[src/ecp_pkg.sv]
package ecp_pkg;
  // ---------------------------------------------------------------
  // register map (offsets within the port's 11-bit window)
  // ---------------------------------------------------------------
  localparam logic [10:0] OFS_DATA = 11'h000;
  localparam logic [10:0] OFS_STATUS = 11'h001;
  localparam logic [10:0] OFS_CONTROL = 11'h002;
  localparam logic [10:0] OFS_FIFO = 11'h400;
  localparam logic [10:0] OFS_CFG_B = 11'h401;
  localparam logic [10:0] OFS_EXT_CTRL = 11'h402;
  localparam int UPPER_BIT = 10;
  // ---------------------------------------------------------------
  // reset values and constants
  // ---------------------------------------------------------------
  localparam logic [7:0] CFG_A_VALUE = 8'h10;
  localparam logic [5:0] CTRL_RESET = 6'h00;
  localparam logic [2:0] EXT_MODE_RESET = 3'h0;
  localparam logic [7:0] DATA_RESET = 8'h00;
  // ---------------------------------------------------------------
  // control register fields
  // ---------------------------------------------------------------
  localparam int CTL_STROBE = 0;
  localparam int CTL_AUTOFD = 1;
  localparam int CTL_INIT = 2;
  localparam int CTL_SELIN = 3;
  localparam int CTL_ACKINT = 4;
  localparam int CTL_DIR = 5;
  // extended control fields
  localparam int ECR_EMPTY = 0;
  localparam int ECR_FULL = 1;
  localparam int ECR_SVC = 2;
  localparam int ECR_DMA = 3;
  localparam int ECR_ERR = 4;
  localparam int ECR_MODE_LO = 5;
  // ---------------------------------------------------------------
  // fifo
  // ---------------------------------------------------------------
  localparam int FIFO_DEPTH = 16;
  localparam int FIFO_WIDTH = 9;
  localparam logic [7:0] RLE_CMD_BIT = 8'h80;

  typedef enum logic [2:0] {
    MODE_STD = 3'b000,
    MODE_BIDIR = 3'b001,
    MODE_COMPAT_DATA_FIFO = 3'b010,
    MODE_ECP = 3'b011,
    MODE_EPP = 3'b100,
    MODE_RSVD = 3'b101,
    MODE_TEST = 3'b110,
    MODE_CONFIG = 3'b111
  } ecp_mode_e;

  // fifo entry: tag high marks channel address / rle command
  typedef struct packed {
    logic tag;
    logic [7:0] data;
  } ecp_word_s;

  // link state: one bit changes per step, except FWAIT and RACK back to IDLE
  typedef enum logic [2:0] {
    LS_IDLE = 3'b000,
    LS_FSTB = 3'b001,
    LS_FWAIT = 3'b011,
    LS_RREQ = 3'b010,
    LS_RACK = 3'b110,
    LS_TURN = 3'b100
  } ecp_link_e;
endpackage

[src/ecp_fifo.sv]
`timescale 1ns/1ps
module ecp_fifo import ecp_pkg::*; #(
  parameter int WIDTH = FIFO_WIDTH,
  parameter int DEPTH = FIFO_DEPTH
) (
  // clock and reset
  input wire logic clk_i,
  input wire logic resetn_i,
  // fill side
  input wire logic in_valid_i,
  output logic in_ready_o,
  input wire logic [WIDTH-1:0] in_data_i,
  // drain side
  output logic out_valid_o,
  input wire logic out_ready_i,
  output logic [WIDTH-1:0] out_data_o,
  // state
  input wire logic flush_i,
  output logic [$clog2(DEPTH):0] count_o
);
  localparam int AW = $clog2(DEPTH);
  logic [WIDTH-1:0] mem [DEPTH];
  logic [AW-1:0] wr_ptr, rd_ptr, next_wr_ptr, next_rd_ptr;
  logic [AW:0] count, next_count;
  logic push, pop;

  assign in_ready_o = (count != (AW+1)'(DEPTH));
  assign out_valid_o = (count != '0);
  assign out_data_o = mem[rd_ptr];
  assign count_o = count;
  assign push = in_valid_i & in_ready_o;
  assign pop = out_valid_o & out_ready_i;

  always_comb begin
    next_wr_ptr = wr_ptr + AW'(push);
    next_rd_ptr = rd_ptr + AW'(pop);
    next_count = count + (AW+1)'(push) - (AW+1)'(pop);
    if (flush_i) begin
      next_wr_ptr = '0;
      next_rd_ptr = '0;
      next_count = '0;
    end
  end

  always_ff @(posedge clk_i or negedge resetn_i) begin
    if (!resetn_i) begin
      wr_ptr <= '0;
      rd_ptr <= '0;
      count <= '0;
    end else begin
      wr_ptr <= next_wr_ptr;
      rd_ptr <= next_rd_ptr;
      count <= next_count;
    end
  end

  // storage has no reset; content qualified by count
  always_ff @(posedge clk_i) begin
    if (push) begin
      mem[wr_ptr] <= in_data_i;
    end
  end
endmodule // ecp_fifo

[src/ecp_port.sv]
`timescale 1ns/1ps
module ecp_port import ecp_pkg::*; (
  // clock and reset
  input wire logic clk_i,
  input wire logic resetn_i,
  // register port
  input wire logic [10:0] addr_i,
  input wire logic wr_i,
  input wire logic rd_i,
  input wire logic [7:0] wdata_i,
  output logic [7:0] rdata_o,
  // dma
  output logic dma_req_o,
  input wire logic dma_ack_i,
  // cable outputs (active low levels as on pins)
  output logic host_clock_line_n_o,
  output logic host_handshake_line_n_o,
  output logic init_line_n_o,
  output logic mode_select_line_n_o,
  // cable data bus
  input wire logic [7:0] pdata_i,
  output logic [7:0] pdata_o,
  output logic pdata_oe_o,
  // cable inputs
  input wire logic periph_clock_line_n_i,
  input wire logic periph_handshake_i,
  input wire logic direction_acknowledge_n_i,
  input wire logic fault_line_n_i,
  input wire logic select_i,
  // irq level for configuration b
  input wire logic irq_level_i,
  output logic error_o
);
  // ---------------------------------------------------------------
  // registers
  // ---------------------------------------------------------------
  logic [7:0] port_data, next_port_data;
  logic [5:0] device_control, next_device_control;
  logic [2:0] mode, next_mode;
  logic dma_en, next_dma_en;
  logic svc, next_svc;
  logic err, next_err;
  logic [7:0] last_rd, next_last_rd;
  logic [7:0] rle_cnt, next_rle_cnt;
  logic rle_pend, next_rle_pend;
  ecp_link_e state, next_state;
  ecp_word_s out_word, next_out_word;
  logic rev_dir, next_rev_dir;

  logic sel_fifo, sel_lo, is_ecp, is_compat_data_fifo, dir_in;
  logic f_in_valid, f_in_ready, f_out_valid, f_out_ready, flush;
  ecp_word_s f_in, f_out;
  logic [4:0] f_count;
  logic bus_wr_fifo, bus_rd_fifo, link_push, link_pop;

  assign is_ecp = (mode == MODE_ECP);
  assign is_compat_data_fifo = (mode == MODE_COMPAT_DATA_FIFO);
  // modes 000 and 010 are always output
  assign dir_in = device_control[CTL_DIR] & (mode != MODE_STD) & (mode != MODE_COMPAT_DATA_FIFO);
  assign sel_fifo = addr_i[UPPER_BIT];
  assign sel_lo = ~addr_i[UPPER_BIT];

  // ---------------------------------------------------------------
  // fifo
  // ---------------------------------------------------------------
  // one buffer serves both directions and the test port
  ecp_fifo #(.WIDTH(FIFO_WIDTH), .DEPTH(FIFO_DEPTH)) u_fifo (
    .clk_i(clk_i),
    .resetn_i(resetn_i),
    .in_valid_i(f_in_valid),
    .in_ready_o(f_in_ready),
    .in_data_i(f_in),
    .out_valid_o(f_out_valid),
    .out_ready_i(f_out_ready),
    .out_data_o(f_out),
    .flush_i(flush),
    .count_o(f_count)
  );

  // mode change empties the buffer
  assign flush = wr_i & (addr_i == OFS_EXT_CTRL) & (wdata_i[7:5] != mode);
  // software writes at 400h or address port, dma writes forward
  assign bus_wr_fifo = ((wr_i & sel_fifo & (addr_i == OFS_FIFO)
                         & (is_compat_data_fifo | (is_ecp & ~dir_in) | mode == MODE_TEST))
                        | (wr_i & (addr_i == OFS_DATA) & is_ecp & ~dir_in)
                        | (dma_ack_i & ~dir_in));
  assign bus_rd_fifo = (rd_i & (addr_i == OFS_FIFO) & ((is_ecp & dir_in) | mode == MODE_TEST))
                       | (dma_ack_i & dir_in);
  // one push per reverse byte; byte taken from the latch, bus may already be released
  assign link_push = (state == LS_RACK) & ~periph_clock_line_n_i & ~rle_pend & periph_handshake_i;

  always_comb begin
    f_in_valid = 1'b0;
    f_in = '0;
    if (bus_wr_fifo) begin
      f_in_valid = 1'b1;
      f_in.tag = (addr_i == OFS_DATA) & ~dma_ack_i;
      f_in.data = dma_ack_i ? wdata_i : wdata_i;
    end else if (link_push) begin
      f_in_valid = 1'b1; // reverse data byte
      f_in.data = last_rd;
    end else if (rle_cnt != 8'h00) begin
      f_in_valid = 1'b1; // replay of run
      f_in.data = last_rd;
    end
  end

  // dma paces on fifo state; read side also drains in test mode
  assign dma_req_o = dma_en & (is_ecp | is_compat_data_fifo) & (dir_in ? f_out_valid : f_in_ready);
  assign f_out_ready = bus_rd_fifo | link_pop;
  assign link_pop = (state == LS_FWAIT) & periph_handshake_i & ~dir_in;

  // ---------------------------------------------------------------
  // link engine
  // ---------------------------------------------------------------
  always_comb begin
    next_state = state;
    next_out_word = out_word;
    next_rev_dir = rev_dir;
    next_rle_cnt = rle_cnt;
    next_rle_pend = rle_pend;
    next_last_rd = last_rd;
    if (rle_cnt != 8'h00 && f_in_ready && !bus_wr_fifo && !link_push) begin
      next_rle_cnt = rle_cnt - 8'h01;
    end
    unique case (state)
      LS_IDLE: begin
        if ((is_ecp | is_compat_data_fifo) && !dir_in && rev_dir == 1'b0 && f_out_valid && !periph_handshake_i) begin
          next_state = LS_FSTB;
          next_out_word = f_out;
        end else if (is_ecp && dir_in && !rev_dir) begin
          next_rev_dir = 1'b1;
        end else if (is_ecp && dir_in && !direction_acknowledge_n_i && f_in_ready && rle_cnt == 8'h00) begin
          next_state = LS_RREQ;
        end else if (rev_dir && !dir_in) begin
          next_rev_dir = 1'b0;
          next_state = LS_TURN;
        end
      end
      LS_FSTB: begin
        // strobe held until busy shows the byte taken
        if (periph_handshake_i) begin
          next_state = LS_FWAIT;
        end
      end
      LS_FWAIT: begin
        next_state = LS_IDLE;
      end
      LS_RREQ: begin
        if (!periph_clock_line_n_i) begin
          next_state = LS_RACK;
          if (!periph_handshake_i) begin
            next_rle_pend = 1'b1;
            next_rle_cnt = 8'h00;
            next_last_rd = pdata_i;
          end else if (rle_pend) begin
            next_rle_pend = 1'b0;
            next_last_rd = pdata_i;
            next_rle_cnt = {1'b0, last_rd[6:0]};
          end else begin
            next_last_rd = pdata_i;
          end
        end else if (!dir_in) begin
          // request withdrawn before a byte came, else the turn would hang
          next_state = LS_IDLE;
        end
      end
      LS_RACK: begin
        if (periph_clock_line_n_i) begin
          next_state = LS_IDLE;
        end
      end
      LS_TURN: begin
        // no bus drive until the peripheral goes forward
        if (direction_acknowledge_n_i) begin
          next_state = LS_IDLE;
        end
      end
      default: next_state = LS_IDLE;
    endcase
    if (!(is_ecp | is_compat_data_fifo)) begin
      next_state = LS_IDLE;
      next_rev_dir = 1'b0;
    end
  end

  // ---------------------------------------------------------------
  // register file
  // ---------------------------------------------------------------
  always_comb begin
    next_port_data = port_data;
    next_device_control = device_control;
    next_mode = mode;
    next_dma_en = dma_en;
    next_svc = svc;
    next_err = err | (~fault_line_n_i & ~rev_dir & is_ecp);
    if (wr_i && sel_lo && addr_i == OFS_DATA && (mode == MODE_STD || mode == MODE_BIDIR)) begin
      next_port_data = wdata_i;
    end
    if (wr_i && addr_i == OFS_CONTROL) begin
      next_device_control = wdata_i[5:0];
    end
    if (wr_i && addr_i == OFS_EXT_CTRL) begin
      next_mode = wdata_i[7:5];
      next_dma_en = wdata_i[ECR_DMA];
      next_svc = wdata_i[ECR_SVC];
      // set wins over the clear
      next_err = wdata_i[ECR_ERR] & err | (~fault_line_n_i & ~rev_dir & is_ecp);
    end
  end

  always_comb begin
    rdata_o = 8'h00;
    unique case (addr_i)
      OFS_DATA: rdata_o = (mode == MODE_BIDIR && dir_in) ? pdata_i : port_data;
      OFS_STATUS: rdata_o = {~periph_handshake_i, periph_clock_line_n_i, direction_acknowledge_n_i,
                             select_i, fault_line_n_i, 3'h0};
      OFS_CONTROL: rdata_o = {2'h0, device_control};
      OFS_FIFO: rdata_o = (mode == MODE_CONFIG) ? CFG_A_VALUE : (f_out_valid ? f_out.data : last_rd);
      OFS_CFG_B: rdata_o = (mode == MODE_CONFIG) ? {1'b0, irq_level_i, 6'h00} : 8'h00;
      OFS_EXT_CTRL: rdata_o = {mode, err, dma_en, svc, (f_count == 5'(FIFO_DEPTH)), ~f_out_valid};
      default: rdata_o = 8'h00;
    endcase
  end

  // ---------------------------------------------------------------
  // pins
  // ---------------------------------------------------------------
  always_comb begin
    host_clock_line_n_o = ~device_control[CTL_STROBE];
    host_handshake_line_n_o = ~device_control[CTL_AUTOFD];
    init_line_n_o = device_control[CTL_INIT];
    mode_select_line_n_o = ~device_control[CTL_SELIN];
    pdata_o = port_data;
    pdata_oe_o = ~dir_in;
    if (is_ecp | is_compat_data_fifo) begin
      host_clock_line_n_o = ~(state == LS_FSTB);
      host_handshake_line_n_o = is_ecp ? (rev_dir ? (state != LS_RREQ) : ~out_word.tag) : 1'b1;
      init_line_n_o = is_ecp ? ~rev_dir : device_control[CTL_INIT];
      mode_select_line_n_o = is_ecp ? 1'b1 : ~device_control[CTL_SELIN];
      pdata_o = out_word.data;
      pdata_oe_o = is_compat_data_fifo | (~rev_dir & (state != LS_TURN) & direction_acknowledge_n_i);
    end
  end
  assign error_o = err;

  always_ff @(posedge clk_i or negedge resetn_i) begin
    if (!resetn_i) begin
      port_data <= DATA_RESET;
      device_control <= CTRL_RESET;
      mode <= EXT_MODE_RESET;
      dma_en <= 1'b0;
      svc <= 1'b0;
      err <= 1'b0;
      last_rd <= 8'h00;
      rle_cnt <= 8'h00;
      rle_pend <= 1'b0;
      state <= LS_IDLE;
      out_word <= '0;
      rev_dir <= 1'b0;
    end else begin
      port_data <= next_port_data;
      device_control <= next_device_control;
      mode <= next_mode;
      dma_en <= next_dma_en;
      svc <= next_svc;
      err <= next_err;
      last_rd <= next_last_rd;
      rle_cnt <= next_rle_cnt;
      rle_pend <= next_rle_pend;
      state <= next_state;
      out_word <= next_out_word;
      rev_dir <= next_rev_dir;
    end
  end
endmodule // ecp_port

[config.mk]
export PLATFORM = sky130hd
export DESIGN_NAME = ecp_port
export DESIGN_NICKNAME = d
export VERILOG_FILES = /design/src/ecp_pkg.sv /design/src/ecp_fifo.sv /design/src/ecp_port.sv
export SDC_FILE = /design/constraint.sdc
export NUM_CORES = 1
export LEC_CHECK = 0
export ABC_AREA = 1
export BUFFER_PORTS_ARGS = -buffer_cell sky130_fd_sc_hd__buf_2
export CORE_MARGIN = 1.5
export CORE_UTILIZATION = 40
export DETAILED_ROUTE_END_ITERATION = 8
export GPL_TIMING_DRIVEN = 0
export PLACE_DENSITY_LB_ADDON = 0.08
export SLEW_MARGIN = 0
export SYNTH_ARGS = -nofsm -noshare
export SYNTH_HDL_FRONTEND = slang
export SYNTH_SLANG_ARGS = --single-unit
[constraint.sdc]
create_clock -name clk_i -period 3.9 [get_ports clk_i]
set_clock_uncertainty 0.2 [all_clocks]
set_input_delay 0.195 -clock clk_i [delete_from_list [all_inputs] [get_ports clk_i]]
set_output_delay 0.195 -clock clk_i [all_outputs]
set_load 0.02 [all_outputs]
Word-level counts from Yosys, hierarchy flattened
Memories as Yosys holds them, arrays and structs flattened.
Cells that the tools add are included.
{ "word_totals": {"input_bits": 38, "memories": 1, "regBits": 63, "mem_bits_rw": 144} }
{ "mem_list": {"columns": ["memory", "depth", "word_bits", "read_ports", "rd_ports_with_merged_regs", "write_ports", "line", "source"], "rows": [
  ["u_fifo.mem", 16, 9, 1, 0, 1, "ecp_fifo.sv:22", "logic [WIDTH-1:0] mem [DEPTH];"]
]} }
{ "classes": {"bitwise_logic": 56, "n_reduce_logical": 37, "add_sub_neg": 5, "eq_ne": 31, "n_mux": 52} }
{ "op_table": {"columns": ["op", "n"], "rows": [
  ["8-bit two-way mux", 12],
  ["8-bit one-hot mux with 6 select lines", 1],
  ["11-bit equality test, second input constant", 3],
  ["1-bit AND", 31],
  ["3-bit two-way mux", 10],
  ["1-bit two-way mux", 24],
  ["1-bit logical AND", 19],
  ["3-bit != test, second input constant", 6],
  ["3-bit one-hot mux with 5 select lines", 1],
  ["1-bit inverter", 14],
  ["3-bit by 2-bit equality test with 1-bit output, second input constant", 4],
  ["3-bit equality test, second input constant", 4],
  ["11-bit by 1-bit equality test with 1-bit output, second input constant", 1],
  ["11-bit by 2-bit equality test with 1-bit output, second input constant", 1],
  ["11-bit zero test", 1],
  ["1-bit OR", 11],
  ["5-bit != test, second input constant", 2],
  ["4-bit by 1-bit adder with 4-bit output", 2],
  ["8-bit zero test", 1],
  ["4-bit two-way mux", 2],
  ["4-bit != test, second input constant", 2],
  ["8-bit nonzero test", 1],
  ["8-bit by 1-bit subtractor with 8-bit output, second input constant", 1],
  ["7-bit two-way mux", 1],
  ["other kinds (17)", 26]
]} }

Longest topological paths before layout
Gate-level depths: netlist of the first run.
{ "logic_depth": {"word_depth": 18, "depth_mapped": 21, "ltp_nobuf": 19} }

Modules after synthesis
Synthesis of the first run repeated with hierarchy kept, for this count alone.
{ "hier_totals": {"cells_unflattened": 1182, "hier_area_um2": 10463.8} }
{ "by_module_without_submodules": {"columns": ["mod", "area_each_um2", "cells_per_inst", "n_inst", "seq_area_each_um2"], "rows": [
  ["ecp_fifo", 7028.0, 691, 1, 4649.5],
  ["ecp_port", 3435.8, 491, 1, 1251.2]
]} }

Least setup slack after synthesis of the first run
No wires, ideal clock.
{ "synth_path": {"path_kind": "register to register", "startpoint": "reg rle_cnt[0]", "endpoint": "reg u_fifo.count[4] (netlist: u_fifo.count_o[4])", "path_stages_with_launch": 20, "arrival_ns": 2.584, "path_buffers": 1, "period_less_slack_ns": 2.904, "slack_ns": 0.996, "path_cell_list": "dfrtp_1 inv_1 ha_1 nand2_1 nor2_1 nand2_1 inv_1 nand2_2 nand2_2 buf_6 inv_1 ha_1 fa_1 nand2_1 inv_1 nor2_1 nor2_1 nor2_1 xor2_1 nor2_1"} }
{ "synth_via": {"elab_chain_cells": 8} }
{ "synth_rtl": {"columns": ["element", "line", "source"], "rows": [
  ["start: declaration", "ecp_port.sv:44", "logic [7:0] rle_cnt, next_rle_cnt;"],
  ["start signal: assignment", "ecp_port.sv:269", "rle_cnt <= next_rle_cnt;"],
  ["8-bit nonzero test", "ecp_port.sv:102", "end else if (rle_cnt != 8'h00) begin"],
  ["1-bit two-way mux", "ecp_port.sv:102", null],
  ["1-bit two-way mux", "ecp_port.sv:99", "end else if (link_push) begin"],
  ["1-bit two-way mux", "ecp_port.sv:95", "if (bus_wr_fifo) begin"],
  ["1-bit AND", "ecp_fifo.sv:31", "assign push = in_valid_i & in_ready_o;"],
  ["5-bit by 1-bit adder with 5-bit output", "ecp_fifo.sv:37", "next_count = count + (AW+1)'(push) - (AW+1)'(pop);"],
  ["5-bit by 1-bit subtractor with 5-bit output", "ecp_fifo.sv:37", null],
  ["5-bit two-way mux", "ecp_fifo.sv:38", "if (flush_i) begin"],
  ["net u_fifo.next_count[4]", "ecp_fifo.sv:24", "logic [AW:0] count, next_count;"],
  ["end signal: assignment", "ecp_fifo.sv:53", "count <= next_count;"],
  ["end: declaration", "ecp_fifo.sv:24", null]
]} }
The timed path passes the listed nets, and every way through them passes these cells.
A chain may end at the register's enable or synchronous reset.

Worst setup path in the final report of the first run
Same ends and word-level chain as after synthesis.

==> metrics.cfg, run 1 <==
[outcome]
status = finished, final reports clean

[setup_path]
cp_max_fo = 10
arrival_ns = 3.68
cp-end-kind = flop
cp-start-kind = flop
crit_type = flop to flop
rr_startpoint = rle_cnt[0]$_DFF_PN0_
regToRegSetupSlack_ns = 0.43
crit_required_ns = 4.11
crit_start = rle_cnt[0]$_DFF_PN0_

[timing]
setup_violations = 0
max_slew.worst_pin.slew_ns = 1.23
final_hold_viol_count = 0
min_period_over_period_pct = 89.0
finalSetupTns_ns = 0
hold_ws_ns = 0.0342
rsz0062_at_grt = false
fmax_mhz = 288
drv_slew = 0
max-slew-margin-rel_pct = 17.7
min_period_ns = 3.47

[synth]
synthArstFlopShare_pct = 30.4
ys_warn_count = 0
synth_nets = 1091
synth-edff-count = 144
ys.flop_type = edfxtp_1
synth_area_sq_um = 9850
synth-seq-cells = 207
ys_seq_area_share_pct = 59.9
synth_cell_types = 41
synth.area.top_cells = edfxtp_1, dfrtp_1, nor2_1, nand2_1, o21ai_0
syn_inst = 1040
synth_top_area_share_pct = 43.9
synth_top_area_cell = edfxtp_1
synth_area_per_cell_sq_um = 9.47

[clock_network]
worstSkewPairLatency_ns = 0.54
tritoncts = yes
cts_htree_levels = 1
clk_pin_slew_ns = 0.06
post_cts_buffers = 0
clock_sinks = 207
cts_made_buffers = 24
cts_root_buf = clkbuf_16
cts.path.max_buffers = 3

[global_route]
grt_overflow_total = 0
grt_pass1_wl_um = 47500
grt_pass1_vias = 7752
grt_start_max_net_pins = 64
grt_usage_pct = 24.6
antenna_found_initial = 0

[detailed_routing]
num_vias = 7884
drc = 0
detail_route.first_pass.iterations = 5
first_iter_violations = 633
wl_um = 30800
highest_layer = met4
final_antenna_net_count = 0
met3WireLength_um = 1610
wl_met1_um = 14200
avgRoutedWirePerCell_um = 20.5
wl_met2_um = 14300
viasPerCell = 5.24

[place]
io_buffers = 60
hpwl_um = 22000
gp_congestion = 0.888

[pwr]
p_per_area_nw_per_um2 = 675
sw_frac_of_total_pct = 38.3
p_sw_uw = 3020
internal_power_uw = 4870
combinationalPowerShare_pct = 34.8
p_leak_uw = 0.00486
clkPwrFrac_pct = 27.6
vdd.ir_drop.worst_uv = 324
power_frac_seq_pct = 37.6

[finish]
fill_cells = 2318
diodes = 0
fin_util_pct = 48.2
nets = 1215
area_growth_pct = 18.6
drive_gt1_share_pct = 11.5

[floorplanning]
die_area_sq_um = 25600
initial_core_util_pct = 40.6
die_w_um = 160
core_sq_um = 24200
num_io_pins = 61
die_y_um = 160
fp-row-count = 57

[worst_hold_path]
holdCritStartpoint = periph_handshake_i
min_path_type = input port to flop

[run]
maxCapViolations = 0

-- layout make-up --
| cell class | count | area (sq um) | share of cell area [%] |
|---|---|---|---|
| repair buffers | 98 | 663 | 5.67 |
| flip-flops and latches | 207 | 5900 | 50.5 |
| inverters | 98 | 368 | 3.15 |
| clock inverters | 16 | 148 | 1.26 |
| multi-input cells | 695 | 3410 | 29.2 |
| plain buffers | 40 | 176 | 1.51 |
| well taps | 324 | 405 | 3.47 |
| clock buffers | 28 | 616 | 5.27 |
-- cells in the final DEF, fill, tap and decap left out, types with 18 or more instances in the layout --
master and count:
o21ai_0 126, nand3_1 55, clkbuf_1 31, edfxtp_1 144, inv_1 92, clkbuf_16 24
dlygate4sd3_1 30, buf_2 68, dfrtp_1 63, nor2_1 184, nand2_1 180, a21oi_1 18
o211ai_1 33
-- cells in the mapped netlist (2+ instances only) --
cell type and n:
edfxtp_1 144, o21a_1 2, nand3_1 55, buf_4 2, nand2_1 180, buf_2 9, nor2_2 6, o22ai_1 10
o21ai_1 2, nor3_1 5, nor2_1 184, ha_1 12, inv_2 3, nand2_2 4, o21ai_0 134, xor2_1 10
dfrtp_1 63, inv_1 92, nor2_4 2, a211oi_1 3, a21oi_1 18, xnor2_1 4, o221ai_1 2, clkbuf_1 27
o211ai_1 33, clkinv_1 3, a31oi_1 2, nand4_1 16
-- flip-flops by register name (all words and copies together), names as in the netlist, 3 cells and up --
name and flops:
u_fifo.count_o 5, device_control 6, mode 3, port_data 8, u_fifo.rd_ptr 4, u_fifo.wr_ptr 4, rle_cnt 8, state 3
out_word 9, last_rd 8, u_fifo.mem 144
-- worst paths after layout --
kind | cells after the start | endpoint
max in group asynchronous | 2 | device_control[4]$_DFFE_PN0P_
setup / recovery | 19 | u_fifo.count_o[4]$_DFF_PN0_
hold / removal | 5 | rle_cnt[3]$_DFF_PN0_
hold reg to reg | 2 | out_word[2]$_DFFE_PN0P_
setup reg to reg | 19 | u_fifo.count_o[4]$_DFF_PN0_
min in group asynchronous | 2 | out_word[5]$_DFFE_PN0P_
-- worst max-delay path, stage by stage (launching register included) --
cell and delay (ns):
dfrtp_1 0.39, inv_1 0.17, ha_1 0.17, nand2_1 0.05
nor2_1 0.29, nand2_1 0.30, inv_1 0.13, nand2_2 0.07
nand2_2 0.17, buf_6 0.17, inv_1 0.07, ha_1 0.21
fa_1 0.38, nand2_1 0.08, inv_1 0.05, nor2_1 0.08
nor2_1 0.05, nor2_1 0.10, xor2_1 0.15, nor2_1 0.06
-- power groups by stage --
stage               Combinational, uW  Clock (uW)  Sequential, uW
floorplan                        1750           0            2960
global placement                 2690           0            3010
detailed placement               2720           0            3010
CTS                              2750        2220            2970
global route                     3070        2310            3010
finish                           2750        2170            2970
-- what timing repair did --
| item | in CTS | in global routing |
|---|---|---|
| hold buffers | 30 | 0 |
| hold endpoints to repair | 110 | 0 |
| resized for setup | 0 | 0 |
-- cells by family (layout without fill, tap and decap cells) --
family / after synthesis / count (layout) / share of synthesized area, %
simple gates: 460 / 460 / 19.8
fa+ha+maj: 13 / 13 / 1.73
compound gates: 208 / 208 / 11.8
xor+xnor: 14 / 14 / 1.24
buf+inv: 138 / 280 / 5.53
flops: 207 / 207 / 59.9
-- per-layer routing --
layer / up-vias / track usage [%]
li1: 3786 / -
met1: 3842 / 35.0
met2: 218 / 40.4
met3: 38 / 2.68
met4: 0 / 6.24
met5: - / 0
-- per-stage QoR --
step	instances	worst slack [ns]	area [sq um]	power, uW
2_1_floorplan	1040	0.996	9850	4710
5_1_grt	1506	0.0947	11700	8390
3_5_place_dp	1432	0.468	10600	5730
4_1_cts	1506	0.438	11700	7940
3_3_place_gp	1424	0.130	10600	5700
6_report	1506	0.430	11700	7890
No activity file was read; power rests on OpenSTA's default activity.
==> run 2, diff against run 1 <==
--- a/config.mk
+++ b/config.mk
@@ -10,3 +10,3 @@
 export CORE_MARGIN = 1.5
-export CORE_UTILIZATION = 40
+export CORE_UTILIZATION = 30
 export DETAILED_ROUTE_END_ITERATION = 8
--- a/constraint.sdc
+++ b/constraint.sdc
@@ -4,2 +4,2 @@
 set_output_delay 0.195 -clock clk_i [all_outputs]
-set_load 0.02 [all_outputs]
+set_load 0.005 [all_outputs]
==> metrics.cfg, run 2 (synthesized netlist as in run 1, its figures left out) <==
[setup_path]
cp-start-kind = flop  ; unchanged
cp_max_fo = 10  ; unchanged
crit_type = flop to flop  ; unchanged
slowest_delay_ns = 0.38  ; was 0.39 ns
cp-end-kind = flop  ; unchanged
crit_required_ns = 4.10  ; was 4.11 ns
arrival_ns = 3.66  ; was 3.68 ns
path_cells = inv_1, ha_1, nand2_1, nor2_1, nand2_1, inv_1, nand2_2, nand2_2, buf_6, inv_1, ha_1, fa_1, nand2_1, inv_1, nor2_1, nor2_1, nor2_1, xor2_1, nor2_1  ; unchanged
cpMostUsedCell = nor2_1  ; unchanged
slowest_stage = dfrtp_1  ; unchanged
regToRegSetupSlack_ns = 0.44  ; was 0.43 ns

[finish]
seqCellArea_sq_um = 5900  ; unchanged
final_cell_mix = nor2_1, nand2_1, edfxtp_1, o21ai_0, inv_1  ; unchanged
final_cells = 1630  ; was 1506
reg_top3 = u_fifo.mem (144), out_word (9)  ; unchanged
fill_cells = 3337  ; was 2318
nets = 1220  ; was 1215
diodes = 0  ; unchanged
fin_util_pct = 36.6  ; was 48.2%
multiInputGateArea_sq_um = 3410  ; unchanged
final_area_sq_um = 11900  ; was 11700 sq um
layout.cells.most_common = nor2_1  ; unchanged
drive_gt1_share_pct = 11.4  ; was 11.5%
regMostFlops = u_fifo.mem  ; unchanged
area_growth_pct = 20.4  ; was 18.6%
largest_reg_flops = 144  ; unchanged

[detailed_routing]
wl_um = 32200  ; was 30800 um
num_vias = 7792  ; was 7884
drc = 0  ; unchanged
viasPerCell = 4.78  ; was 5.24
detail_route.first_pass.iterations = 5  ; unchanged
avgRoutedWirePerCell_um = 19.8  ; was 20.5 um
final_antenna_net_count = 0  ; unchanged
first_iter_violations = 500  ; was 633

[outcome]
status = finished, final reports clean  ; unchanged

[pwr]
p_per_area_nw_per_um2 = 657  ; was 675 nW/um^2
total_power_uw = 7790  ; was 7890 uW
p_sw_uw = 3010  ; was 3020 uW
clkPwrFrac_pct = 27.2  ; was 27.6%
vdd.ir_drop.worst_uv = 342  ; was 324 uV
p_leak_uw = 0.00487  ; was 0.00486 uW
internal_power_uw = 4780  ; was 4870 uW
sw_frac_of_total_pct = 38.6  ; was 38.3%
power_frac_seq_pct = 38.1  ; was 37.6%
combinationalPowerShare_pct = 34.7  ; was 34.8%

[floorplanning]
die_w_um = 184  ; was 160 um
num_io_pins = 61  ; unchanged
initial_core_util_pct = 30.4  ; was 40.6%
die_area_sq_um = 33900  ; was 25600 sq um
core_sq_um = 32500  ; was 24200 sq um
fp-row-count = 66  ; was 57
die_y_um = 184  ; was 160 um

[global_route]
grt_overflow_total = 0  ; unchanged
grt_pass1_vias = 7807  ; was 7752
grt_pass1_wl_um = 48300  ; was 47500 um
grt_usage_pct = 19.3  ; was 24.6%
grt_start_max_net_pins = 48  ; was 64
antenna_found_initial = 0  ; unchanged

[place]
placedCellCount = 1552  ; was 1432
io_buffers = 60  ; unchanged
hpwl_um = 22700  ; was 22000 um
dpl-instance-area_sq_um = 10800  ; was 10600 sq um
gp_congestion = 0.883  ; was 0.888

[timing]
rsz0062_at_grt = false  ; unchanged
drv_slew = 0  ; unchanged
max_slew.worst_pin.slew_ns = 1.22  ; was 1.23 ns
min_period_over_period_pct = 88.7  ; was 89.0%
max-slew-margin-rel_pct = 18.1  ; was 17.7%
fmax_mhz = 289  ; was 288 MHz
hold_ws_ns = 0.0842  ; was 0.0342 ns
final_hold_viol_count = 0  ; unchanged
min_period_ns = 3.46  ; was 3.47 ns
setup_violations = 0  ; unchanged

[clock_network]
post_cts_buffers = 0  ; unchanged
cts_made_buffers = 25  ; was 24
cts-resized-gates = 0  ; unchanged
cts_htree_levels = 1  ; unchanged
clock_sinks = 207  ; unchanged
ctsHoldBuffers = 32  ; was 30
clk_pin_slew_ns = 0.05  ; was 0.06 ns
cts.path.max_buffers = 3  ; unchanged
tritoncts = yes  ; unchanged
cts_root_buf = clkbuf_16  ; unchanged
worstSkewPairLatency_ns = 0.55  ; was 0.54 ns

[run]
maxCapViolations = 0  ; unchanged

[worst_hold_path]
min_path_type = input port to flop  ; unchanged

[run 2: area by class of cell]
cell class                 count  share of cell area [%]
clock inverter                15                   0.664
buffer                        40                    1.49
timing repair buffer         102                    6.15
multi-input combinational    695                    28.7
sequential                   207                    49.7
tap                          442                    4.66
inverter                      98                    3.10
clock buffer                  31                    5.46
[run 2: critical path: cells and delay by family (launching register included)]
kind / cells / cell delay (ns)
XOR/XNOR: 1 / 0.16
flip-flops: 1 / 0.38
AND/OR/NAND/NOR: 10 / 1.21
adder cells (fa/ha/maj): 3 / 0.77
buffers and inverters: 5 / 0.62
[run 2: layer usage]
layer	share of wire, %	vias up	GRT usage, %
met1	46	3727	26.0
met5	0	-	0
met2	47	222	33.0
met4	2.3	0	4.82
met3	4.4	44	2.29
li1	-	3799	-
[run 2: final timing paths]
path | depth (start not counted) | end | startpoint
setup / recovery | 19 | u_fifo.count_o[4]$_DFF_PN0_ | rle_cnt[0]$_DFF_PN0_
hold / removal | 4 | port_data[5]$_DFFE_PN0P_ | wr_i
setup reg to reg | 19 | u_fifo.count_o[4]$_DFF_PN0_ | rle_cnt[0]$_DFF_PN0_
hold reg to reg | 2 | out_word[1]$_DFFE_PN0P_ | out_word[1]$_DFFE_PN0P_
max in group asynchronous | 4 | svc$_DFFE_PN0P_ | resetn_i
min in group asynchronous | 4 | device_control[4]$_DFFE_PN0P_ | resetn_i
[run 2: power by group through the flow]
stage	sequential (uW)	clock (uW)	combinational, uW
global route	3020	2230	3080
CTS	2970	2160	2750
global placement	3010	0	2700
floorplan	2960	0	1740
detailed placement	3010	0	2730
finish	2970	2120	2710
[run 2: per-stage QoR]
stage          TNS (ns)  setup slack (ns)
2_1_floorplan         0             0.996
3_3_place_gp      -4.90            -0.172
3_5_place_dp          0             0.435
4_1_cts               0             0.426
5_1_grt               0            0.0243
6_report              0             0.440
==> run 3, diff against run 2 <==
- CELL_PAD_IN_SITES_DETAIL_PLACEMENT: default -> 0
- CELL_PAD_IN_SITES_GLOBAL_PLACEMENT: default -> 1
- GPL_TIMING_DRIVEN: 0 -> default
- SLEW_MARGIN: 0 -> default
==> metrics.cfg, run 3 (synthesized netlist as in run 1, its figures left out) <==
[setup_path]
path_buf_inv = 2  ; was 5
arrival_ns = 3.47  ; was 3.66 ns
worst_path_dominant_cell_family = simple AND/OR/NAND/NOR gates  ; unchanged
path_cells = nand2_1, nor2_2, nand2_1, o21ai_0, nand3_1, a21oi_1, ha_1, inv_1, ha_1, fa_1, nand2_1, inv_1, nor2_1, nor2_1, nor2_1, xor2_1, nor2_1  ; was inv_1, ha_1, nand2_1, nor2_1, nand2_1, inv_1, nand2_2, nand2_2, buf_6, inv_1, ha_1, fa_1, nand2_1, inv_1, nor2_1, nor2_1, nor2_1, xor2_1, nor2_1
crit_type = flop to flop  ; unchanged
cp_max_fo = 7  ; was 10
crit_required_ns = 4.13  ; was 4.10 ns
path_depth = 17  ; was 19
cpMostUsedCell = nor2_1  ; unchanged
cp-end-kind = flop  ; unchanged
cp-start-kind = flop  ; unchanged
slowest_delay_ns = 0.47  ; was 0.38 ns
rr_worst_depth = 17  ; was 19
slowest_stage = dfrtp_1  ; unchanged

[timing]
hold_ws_ns = 0.0370  ; was 0.0842 ns
final_hold_viol_count = 0  ; unchanged
drv_slew = 0  ; unchanged
setup_ws_ns = 0.661  ; was 0.440 ns
finalSetupTns_ns = 0  ; unchanged
min_period_over_period_pct = 83.1  ; was 88.7%
fmax_mhz = 309  ; was 289 MHz
max-slew-margin-rel_pct = 43.5  ; was 18.1%
setup_violations = 0  ; unchanged
rsz0062_at_grt = false  ; unchanged
max_slew.worst_pin.slew_ns = 0.847  ; was 1.22 ns
min_period_ns = 3.24  ; was 3.46 ns

[finish]
diodes = 0  ; unchanged
final_cell_mix = nor2_1, nand2_1, edfxtp_1, o21ai_0, inv_1  ; unchanged
reg_top3 = u_fifo.mem (144), out_word (9)  ; unchanged
layout.cells.most_common = nor2_1  ; unchanged
largest_reg_flops = 144  ; unchanged
nets = 1208  ; was 1220
regMostFlops = u_fifo.mem  ; unchanged
fill_cells = 3332  ; was 3337
drive_gt1_share_pct = 13.3  ; was 11.4%
area_growth_pct = 21.2  ; was 20.4%

[global_route]
antenna_found_initial = 0  ; unchanged
grt_overflow_total = 0  ; unchanged
grt_pass1_vias = 7494  ; was 7807
grt_pass1_wl_um = 46700  ; was 48300 um
grt_usage_pct = 18.5  ; was 19.3%
grt_start_max_net_pins = 57  ; was 48

[place]
hpwl_um = 21200  ; was 22700 um
gp_congestion = 0.854  ; was 0.883
place_ws_ns = 0.660  ; was 0.435 ns
io_buffers = 60  ; unchanged

[floorplanning]
num_io_pins = 61  ; unchanged
die_y_um = 184  ; unchanged
die_area_sq_um = 33900  ; unchanged
die_w_um = 184  ; unchanged
fp-row-count = 66  ; unchanged
initial_core_util_pct = 30.4  ; unchanged
core_sq_um = 32500  ; unchanged

[worst_hold_path]
hold_depth = 5  ; was 4
min_path_type = input port to flop  ; unchanged

[clock_network]
cts_root_buf = clkbuf_16  ; unchanged
cts.path.max_buffers = 3  ; unchanged
cts_htree_levels = 1  ; unchanged
clk_pin_slew_ns = 0.06  ; was 0.05 ns
worstSkewPairLatency_ns = 0.54  ; was 0.55 ns
post_cts_buffers = 0  ; unchanged
tritoncts = yes  ; unchanged
cts_made_buffers = 26  ; was 25
clock_sinks = 207  ; unchanged

[run]
maxCapViolations = 0  ; unchanged

[detailed_routing]
viasPerCell = 4.71  ; was 4.78
avgRoutedWirePerCell_um = 18.9  ; was 19.8 um
detail_route.first_pass.iterations = 4  ; was 5
num_vias = 7618  ; was 7792
drc = 0  ; unchanged
wl_um = 30600  ; was 32200 um
final_antenna_net_count = 0  ; unchanged
first_iter_violations = 541  ; was 500

[pwr]
p_per_area_nw_per_um2 = 655  ; was 657 nW/um^2
vdd.ir_drop.worst_uv = 365  ; was 342 uV
p_leak_uw = 0.00495  ; was 0.00487 uW

[outcome]
status = finished, final reports clean  ; unchanged

[run 3: tightest hold or removal path: cells and delay by family]
family	cells	cell delay, ns
buf+inv	2	0.24
simple gates	2	0.22
compound gates	1	0.07
[run 3: path summary, 6_finish.rpt]
check	startpoint	end	slack [ns]
max	mode[1]$_DFFE_PN0P_	u_fifo.count_o[4]$_DFF_PN0_	0.66
min	wr_i	svc$_DFFE_PN0P_	0.04
max reg2reg	mode[1]$_DFFE_PN0P_	u_fifo.count_o[4]$_DFF_PN0_	0.66
min reg2reg	out_word[1]$_DFFE_PN0P_	out_word[1]$_DFFE_PN0P_	0.28
max in group asynchronous	resetn_i	u_fifo.rd_ptr[0]$_DFF_PN0_	2.69
min in group asynchronous	resetn_i	rle_cnt[5]$_DFF_PN0_	0.10
[run 3: cell type report]
class / instances / area, sq um / area share (%)
multi-input combinational: 695 / 3410 / 28.6
clock buffer: 36 / 698 / 5.85
clock inverter: 12 / 101 / 0.849
inverter: 98 / 368 / 3.08
tap: 442 / 553 / 4.63
timing repair buffer: 129 / 903 / 7.57
sequential: 207 / 5900 / 49.4
[run 3: routing by layer]
| layer | track usage (%) | vias to the layer above | share of wire, % |
|---|---|---|---|
| li1 | - | 3774 | - |
| met1 | 27.8 | 3702 | 51 |
| met2 | 28.2 | 111 | 44 |
| met3 | 2.69 | 31 | 3.8 |
| met4 | 4.03 | 0 | 1.5 |
| met5 | 0 | - | 0 |
[run 3: repair_timing]
action,CTS,global route
endpoints found under the hold margin,75,0
gates resized for setup,0,0
setup endpoints to repair,0,0
hold buffers,29,0
[run 3: metrics by stage]
stage	power, uW	util (%)	instance area, sq um	std cells
3_3_place_gp	5680	33.4	10800	1542
2_1_floorplan	4710	-	9850	1040
5_1_grt	8410	36.8	11900	1619
6_report	7820	36.8	11900	1619
3_5_place_dp	5660	33.4	10800	1542
4_1_cts	7960	36.8	11900	1619
[run 3: where the power goes]
part | internal [uW] | total, uW | switching [uW] | leakage (uW)
combinational | 833 | 2580 | 1740 | 0.00249
sequential | 2800 | 2990 | 184 | 0.00208
clock | 1320 | 2250 | 939 | 0.000386
